==> src/pin_mux_defs.svh <==
`ifndef PIN_MUX_DEFS_SVH
`define PIN_MUX_DEFS_SVH
`define PORT_H_UPPER_OFFSET 8'h00
`define PORT_J_LOWER_OFFSET 8'h04
`define PORT_J_UPPER_OFFSET 8'h08
`define TIMER_CLOCK_OFFSET 8'h0c
`define TIMER_CAPTURE_OFFSET 8'h10
`define SERIAL_IRQ_OFFSET 8'h14
`define UPPER_TIMER_OFFSET 8'h18
`define UART_RX_OFFSET 8'h1c
`define SELECT_RESET 8'h00
`define LOWER_SOURCE_MASK 8'h7f
`define PORT_J_UPPER_SMALL_MASK 8'hf0
`define UART_RX_SMALL_MASK 8'h03
`define UART_RX_FULL_MASK 8'h07
`define FULL_MASK 8'hff
`define VARIANT_SMALL 2'h0
`define VARIANT_MID 2'h1
`define VARIANT_LARGE 2'h2
`define UNMAPPED_READ 32'h0000_0000
`endif

==> src/pin_mux_pkg.sv <==
package pin_mux_pkg;
   // Function chosen for one multiplexed pin.
   typedef enum logic [1:0] {
      func_gpio = 2'h0,
      func_alt = 2'h2,
      func_lcd = 2'h3
   } pin_func_type;

   typedef struct packed {
      logic [7:0] port_h_upper_function_select;
      logic [7:0] port_j_lower_function_select;
      logic [7:0] port_j_upper_function_select;
      logic [7:0] timer_clock_source_select;
      logic [7:0] timer_capture_source_select;
      logic [7:0] serial_and_irq_source_select;
      logic [7:0] upper_timer_source_select;
      logic [7:0] uart_rx_source_select;
   } select_regs_type;

   // Candidate pin pairs: bit 0 is the primary pin, bit 1 the alternate.
   typedef struct packed {
      logic [6:0][1:0] timer_clock;
      logic [6:0][1:0] timer_capture;
      logic [6:0][1:0] serial_irq;
      logic [7:0][1:0] upper_timer;
      logic [2:0][1:0] uart_rx;
   } source_pins_type;

   typedef struct packed {
      logic [6:0] timer_clock;
      logic [6:0] timer_capture;
      logic [6:0] serial_irq;
      logic [7:0] upper_timer;
      logic [2:0] uart_rx;
   } routed_inputs_type;

   // Decoded function of each pin: port H 7..4, port J 7..0.
   typedef struct packed {
      logic [3:0][1:0] port_h_upper;
      logic [7:0][1:0] port_j;
   } pin_functions_type;

   typedef struct packed {
      select_regs_type regs;
      routed_inputs_type routed;
      pin_functions_type funcs;
      logic [31:0] readdata;
      logic readdatavalid;
      logic waitrequest;
   } state_type;
endpackage : pin_mux_pkg

==> src/pin_mux.sv <==
// The address map and the Avalon-MM register port were left to the implementer.
`timescale 1ns/1ps
`include "pin_mux_defs.svh"
module pin_mux #(
   parameter logic [1:0] VARIANT = 2'h2
) (
   // Clock and reset.
   input wire logic clk,
   input wire logic rst,
   // Avalon-MM slave.
   input wire logic [7:0] address,
   input wire logic read,
   input wire logic write,
   input wire logic [3:0] byteenable,
   input wire logic [31:0] writedata,
   output logic [31:0] readdata,
   output logic waitrequest,
   // Candidate pin levels for routed peripheral inputs.
   input wire pin_mux_pkg::source_pins_type source_pins,
   // Routed peripheral inputs and decoded pin functions.
   output pin_mux_pkg::routed_inputs_type routed_inputs,
   output pin_mux_pkg::pin_functions_type pin_functions
);
   import pin_mux_pkg::*;

   state_type state;
   state_type next_state;

   // Collapses code 01 onto general I/O; lcd_only fields also fold 10 onto I/O.
   function automatic logic [1:0] decode_field(input logic [1:0] code, input logic lcd_only);
      logic [1:0] result;
      result = code;
      if (code == 2'h1) begin
         result = func_gpio;
      end
      if (lcd_only && code == 2'h2) begin
         result = func_gpio;
      end
      return result;
   endfunction : decode_field

   // Takes each input from its selected pin only.
   function automatic logic pick(input logic [1:0] pins, input logic sel);
      return sel ? pins[1] : pins[0];
   endfunction : pick

   function automatic logic [7:0] write_mask(input logic [7:0] addr);
      logic [7:0] mask;
      mask = `FULL_MASK;
      if (addr == `PORT_J_UPPER_OFFSET && VARIANT == `VARIANT_SMALL) begin
         mask = `PORT_J_UPPER_SMALL_MASK;
      end
      if (addr == `TIMER_CLOCK_OFFSET || addr == `TIMER_CAPTURE_OFFSET || addr == `SERIAL_IRQ_OFFSET) begin
         mask = `LOWER_SOURCE_MASK;
      end
      if (addr == `UART_RX_OFFSET) begin
         mask = (VARIANT == `VARIANT_LARGE) ? `UART_RX_FULL_MASK : `UART_RX_SMALL_MASK;
      end
      return mask;
   endfunction : write_mask

   always_comb begin
      logic [7:0] wr_value;
      logic hit;
      wr_value = writedata[7:0] & write_mask(address);
      hit = 1'b1;
      next_state = state;
      next_state.readdata = `UNMAPPED_READ;
      next_state.readdatavalid = 1'b0;
      // One wait cycle per access: answer lands on the second edge.
      next_state.waitrequest = !((read || write) && state.waitrequest);
      if ((read || write) && state.waitrequest) begin
         if (write && byteenable[0]) begin
            unique case (address)
               `PORT_H_UPPER_OFFSET: next_state.regs.port_h_upper_function_select = wr_value;
               `PORT_J_LOWER_OFFSET: next_state.regs.port_j_lower_function_select = wr_value;
               `PORT_J_UPPER_OFFSET: next_state.regs.port_j_upper_function_select = wr_value;
               `TIMER_CLOCK_OFFSET: next_state.regs.timer_clock_source_select = wr_value;
               `TIMER_CAPTURE_OFFSET: next_state.regs.timer_capture_source_select = wr_value;
               `SERIAL_IRQ_OFFSET: next_state.regs.serial_and_irq_source_select = wr_value;
               `UPPER_TIMER_OFFSET: next_state.regs.upper_timer_source_select = wr_value;
               `UART_RX_OFFSET: next_state.regs.uart_rx_source_select = wr_value;
               default: hit = 1'b0;
            endcase
         end
         if (read) begin
            unique case (address)
               `PORT_H_UPPER_OFFSET: next_state.readdata = {24'h00_0000, state.regs.port_h_upper_function_select};
               `PORT_J_LOWER_OFFSET: next_state.readdata = {24'h00_0000, state.regs.port_j_lower_function_select};
               `PORT_J_UPPER_OFFSET: next_state.readdata = {24'h00_0000, state.regs.port_j_upper_function_select};
               `TIMER_CLOCK_OFFSET: next_state.readdata = {24'h00_0000, state.regs.timer_clock_source_select};
               `TIMER_CAPTURE_OFFSET: next_state.readdata = {24'h00_0000, state.regs.timer_capture_source_select};
               `SERIAL_IRQ_OFFSET: next_state.readdata = {24'h00_0000, state.regs.serial_and_irq_source_select};
               `UPPER_TIMER_OFFSET: next_state.readdata = {24'h00_0000, state.regs.upper_timer_source_select};
               `UART_RX_OFFSET: next_state.readdata = {24'h00_0000, state.regs.uart_rx_source_select};
               default: next_state.readdata = `UNMAPPED_READ;
            endcase
            next_state.readdatavalid = 1'b1;
         end
      end
      // Input routing from the current selections.
      for (int i = 0; i < 7; i++) begin
         next_state.routed.timer_clock[i] = pick(source_pins.timer_clock[i],
            state.regs.timer_clock_source_select[i]);
         next_state.routed.timer_capture[i] = pick(source_pins.timer_capture[i],
            state.regs.timer_capture_source_select[i]);
         next_state.routed.serial_irq[i] = pick(source_pins.serial_irq[i],
            state.regs.serial_and_irq_source_select[i]);
      end
      for (int i = 0; i < 8; i++) begin
         next_state.routed.upper_timer[i] = (VARIANT == `VARIANT_SMALL) ? 1'b0 :
            pick(source_pins.upper_timer[i], state.regs.upper_timer_source_select[i]);
      end
      for (int i = 0; i < 3; i++) begin
         next_state.routed.uart_rx[i] = pick(source_pins.uart_rx[i], state.regs.uart_rx_source_select[i]);
      end
      if (VARIANT != `VARIANT_LARGE) begin
         next_state.routed.uart_rx[2] = source_pins.uart_rx[2][0];
      end
      // Port H upper: pins 7/6 have alternate timer outputs, 5/4 analog channels.
      for (int i = 0; i < 4; i++) begin
         next_state.funcs.port_h_upper[i] = decode_field(
            state.regs.port_h_upper_function_select[2*i +: 2], 1'b0);
      end
      for (int i = 0; i < 4; i++) begin
         next_state.funcs.port_j[i] = decode_field(
            state.regs.port_j_lower_function_select[2*i +: 2], 1'b0);
         next_state.funcs.port_j[i+4] = decode_field(
            state.regs.port_j_upper_function_select[2*i +: 2], 1'b1);
      end
      if (rst) begin
         next_state.regs = '0;
         next_state.readdata = `UNMAPPED_READ;
         next_state.readdatavalid = 1'b0;
         next_state.waitrequest = 1'b1;
      end
   end

   always_ff @(posedge clk) begin
      state <= next_state;
   end

   assign readdata = state.readdata;
   assign waitrequest = state.waitrequest;
   assign routed_inputs = state.routed;
   assign pin_functions = state.funcs;
endmodule : pin_mux

==> config.mk <==
export PLATFORM = sky130hd
export DESIGN_NAME = pin_mux
export DESIGN_NICKNAME = d
export VERILOG_FILES = /design/src/pin_mux_pkg.sv /design/src/pin_mux.sv
export VERILOG_INCLUDE_DIRS = /design/src
export SDC_FILE = /design/constraint.sdc
export NUM_CORES = 1
export LEC_CHECK = 0
export BUFFER_PORTS_ARGS = -buffer_cell sky130_fd_sc_hd__buf_2
export CAP_MARGIN = 30
export CORE_MARGIN = 2
export CORE_UTILIZATION = 55
export CTS_BUF_LIST = sky130_fd_sc_hd__clkbuf_2
export CTS_CLUSTER_SIZE = 25
export DETAILED_ROUTE_END_ITERATION = 7
export PLACE_DENSITY = 0.88
export SLEW_MARGIN = 20
export SYNTH_ARGS = -nofsm -noshare
export SYNTH_HDL_FRONTEND = slang
export SYNTH_SLANG_ARGS = --single-unit
==> constraint.sdc <==
create_clock -name clk -period 2.35 [get_ports clk]
set_input_delay 0.1175 -clock clk [delete_from_list [all_inputs] [get_ports clk]]
set_output_delay 0.1175 -clock clk [all_outputs]
set_load 0.02 [all_outputs]
Yosys cells after proc, flatten, opt, wreduce, memory -nomap -nowiden
Index checks and enable logic that the tools add are counted.
{"block": "totals", "register_bits": 153, "input_bits": 112}
{"block": "classes", "n_eq_ne": 23, "n_mux": 35, "n_bitwise": 3, "n_reduce_logical": 20}
{"cell": "$pmux 8 s8", "count": 1}
{"cell": "$eq 8x5->1 const B", "count": 4}
{"cell": "$mux 1", "count": 32}
{"cell": "$eq 2x1->1 const B", "count": 12}
{"cell": "$reduce_and 3->1", "count": 8}
{"cell": "$eq 8x4->1 const B", "count": 2}
{"cell": "$mux 8", "count": 2}
{"cell": "$and 8x8->8", "count": 1}
{"cell": "$eq 2x2->1 const B", "count": 4}
{"cell": "$eq 8x3->1 const B", "count": 1}
{"cell": "$logic_not 8->1", "count": 1}
{"cell": "$reduce_or 2->1", "count": 4}
{"cell": "$logic_or 1x1->1", "count": 3}
{"cell": "$reduce_or 3->1", "count": 1}
{"cell": "$logic_and 1x1->1", "count": 2}
{"cell": "$not 1->1", "count": 2}
{"cell": "$logic_not 1->1", "count": 1}

Depth between registers and ports, before layout
{"block": "depth", "word_depth": 6, "ltp_mapped": 5, "ltp_nobuf": 3}

Worst setup path after synthesis
OpenSTA, ideal clock, no wires.
{"block": "synth_timing", "path_type": "flip-flop to flip-flop", "start": "reg state, in the netlist waitrequest", "end": "reg state[113] (netlist name)", "arrival_time_ns": 1.492, "required_time_ns": 2.233, "slack_ns": 0.741, "stages_incl_launch_ff": 5, "synth_period_minus_slack_ns": 1.609, "path_cell_list": "dfxtp_1 -> and3_1 -> buf_1 -> nand4_1 -> and3_1"}
{"block": "synth_between", "elab_chain_len": 2}
{"element": "start: declaration", "line_no": "pin_mux.sv:26", "rtl": "state_type state;"}
{"element": "start signal: assignment", "line_no": "pin_mux.sv:140", "rtl": "state <= next_state;"}
{"element": "$logic_and 1x1->1", "line_no": "pin_mux.sv:72", "rtl": "if ((read || write) && state.waitrequest) begin"}
{"element": "$reduce_and 3->1 (no line)"}
Every way passes these cells.
A chain may end at the register's enable or synchronous reset.

Worst setup path after layout
{"block": "layout_timing", "start": "in address[7]", "end": "reg state[112] (netlist name)"}
{"block": "layout_between", "elab_chain_len": 3, "elab_cells_between_ends": 5}
{"element": "start: declaration", "line_no": "pin_mux.sv:11", "rtl": "input wire logic [7:0] address,"}
{"element": "$eq 8x5->1"}
{"element": "$mux 8", "line_no": "pin_mux.sv:56", "rtl": "if (addr == `UART_RX_OFFSET) begin"}
{"element": "$and 8x8->8", "line_no": "pin_mux.sv:65", "rtl": "wr_value = writedata[7:0] & write_mask(address);"}
Several ways; a longest one is shown, not always the timed one.

==> reports/qor.yml <==
sta:
  hold_violations: 0
  drv_slew: 0
  setup_viol: 0
  max_freq_ghz: 0.447
  rsz0062_at_grt: "false"
  skew_ns: 0.0373
  period_needed_ns: 2.24
  finalCritPeriodShare_pct: 95.1
  finalSetupTns_ns: 0
  maxSlewHeadroom_pct: 54.9
  tightest_slew_ns: 0.675
flow_run:
  maxCapViolations: 0
synth:
  yosysMostFrequentCell: "dfxtp_1"
  ys_seq_area_share_pct: 47.6
  avgSynthCellArea_um2: 10.8
  ys_warn_count: 0
  synth_commonest_cells: "dfxtp_1 (129), buf_4 (88), nand2_1 (65), mux2i_1 (62), mux2_2 (37)"
  yosysTopAreaCellShare_pct: 47.6
  synth_edf_count: 0
  yosysTopAreaCell: "dfxtp_1"
  synth-main-ff-cell: "dfxtp_1"
  syn_area_um2: 5420
  synth.area.top_cells: "dfxtp_1 (48%), buf_4 (12%), mux2i_1 (11%)"
  synthCells: 502
  synth_seq_cells: 129
  ys_types: 35
  async_reset_ff_share_pct: 0
clocking:
  cts_setup_buffers: 0
  cts-htree-levels: 4
  numCtsBuffers: 17
  cts-root-buf: "clkbuf_2"
  cts_tree: "built"
  clk_pin_slew_ns: 0.21
  clock_path_buffers: 2
  cts.sink_count: 129
  clock_latency_ns: 0.68
outcome:
  status: "finished, final reports clean"
drt:
  detail_route.wl_per_cell_um: 16.7
  via_per_inst: 5.21
  drt_wl_total_um: 13700
  route.detailed.drc: 0
  drt_first_pass_iters: 6
  drtAntennaViolNets: 0
  vias: 4283
  drtIter0Drc: 375
worst_setup_path:
  crit_type: "in -> reg"
  path_cells: "dlygate4sd3_1, buf_2, nor3_2, dlygate4sd3_1, nand4_1, buf_4, mux2i_1, dlygate4sd3_1"
  r2r_setup_slack_ns: 0.49
  reg2regPathDepth: 5
  cp.depth: 8
  cp_data_required_time_ns: 2.92
  crit_family: "buffers and inverters"
  worst_setup_path_end_kind: "flop"
  cp_num_buf_inv: 5
  worst_path_most_repeated_cell: "dlygate4sd3_1"
  cp_max_fo: 8
  startpoint_type: "input pin"
  crit_arrival_ns: 2.81
  cp_slowest_cell: "dlygate4sd3_1"
  cpPeakStageDelay_ns: 0.71
die:
  die_w_um: 103
  die_area_um2: 10700
  fp.dieH_um: 103
  ioPinCount: 201
  coreArea_um2: 9680
  core.rowCount: 36
  initial_core_util_pct: 56.0
grt:
  groute.usage.overall_pct: 25.9
  antenna_found_initial: 0
  globalRoute.totalOverflow: 0
  grt_use_met2_pct: 43.3
  busiest_layer: "met2"
  grt_use_met3_pct: 7.53
  first_global_vias: 4222
  grt_start_max_net_pins: 34
  grt_pass1_wl_um: 20600
  met1_usage_pct: 30.5
pwr:
  p_per_area_nw_per_um2: 595
  leakagePower_nw: 3.30
  peakVddDrop_v: 0.000378
place:
  hpwl_um: 8630
  io_buffers: 149
  gp_congestion: 0.899
hold_path:
  hold_path.class: "in -> reg"
  holdPathStages: 3
layout:
  drive_gt1_share_pct: 34.4
  area_delta_synth_final_pct: 25.6
  final_core_util_pct: 70.3
  nets: 787
## cell families after synthesis
kind of cell	synth area share, %
compound gates	4.45
buf+inv	14.7
flops	47.6
mux	21.6
other cells	0.0692
simple gates	11.5
## layer usage
layer,wire length (um),vias up,part of all wire (%)
met3,1100,50,8.0
met1,5300,2005,39
met2,6790,260,49
met4,531,0,3.9
li1,-,1968,-
met5,0,-,0
## registers in the layout, summed over array words and instances (netlist names)
name	cells
state	64
waitrequest	1
readdata	8
routed_inputs	32
pin_functions	24
## through the flow
stage | hold WS (ns) | area [um2] | setup WS, ns | instances | total power [mW]
CTS | 0.00956 | 6810 | 0.177 | 821 | 4.04
floorplan | 0.233 | 5510 | 0.741 | 525 | 2.53
global placement | 0.333 | 5730 | 0.393 | 705 | 2.59
finish | 0.0242 | 6810 | 0.115 | 822 | 4.05
global route | 0.0139 | 6810 | 0.123 | 821 | 4.20
detailed placement | 0.346 | 5730 | 0.379 | 705 | 2.60
## where the power goes
part | switching (mW) | total, mW | internal [mW]
clock | 0.805 | 1.38 | 0.573
combinational | 0.230 | 0.443 | 0.213
sequential | 0.0112 | 2.23 | 2.22
## repair_timing
item / CTS / global route
hold buffers: 84 / 0
gates resized for setup: 0 / 0
endpoints found under the setup margin: 0 / 0
endpoints found under the hold margin: 92 / 0
## worst register-to-register path, delay by kind of cell (launching register included)
kind,cells,cell delay (ns)
buffers and inverters,2,0.78
flip-flops,1,0.43
multiplexers,1,0.13
AND/OR/NAND/NOR,2,0.45
## layout make-up
cell class,instances,area (um2)
multi-input cells,279,2130
clock buffers,18,90.1
flip-flops and latches,129,2580
well taps,133,166
diodes,1,2.50
inverters,2,7.51
repair buffers,246,1680
clock inverters,14,146
fillers,662,2880
## path summary, 6_finish.rpt
| kind | start | end |
|---|---|---|
| worst min-delay path | writedata[2] | state[132]$_SDFFE_PP0P_ |
| worst min register to register | state[151]$_SDFFE_PP0P_ | pin_functions[21]$_SDFF_PN0_ |
| worst max-delay path | address[7] | state[112]$_SDFFE_PP0P_ |
| worst max register to register | waitrequest$_SDFF_PP1_ | state[112]$_SDFFE_PP0P_ |
## placed cells by master (no fill, tap or decap), types with 5 or more instances in the layout
master and count:
buf_2 149, dfxtp_1 129, dlygate4sd3_1 84, nand2_1 65, mux2i_1 62, mux2_2 37, conb_1 24, clkbuf_2 18
and2_1 16, buf_4 13, and3_1 9, nand3_1 8, clkinv_1 7, nand4_1 6, mux4_2 6, a221oi_1 5
o211a_1 5, a22oi_1 5, o32ai_1 5
Note: power is estimated with default switching activity, not from simulation.
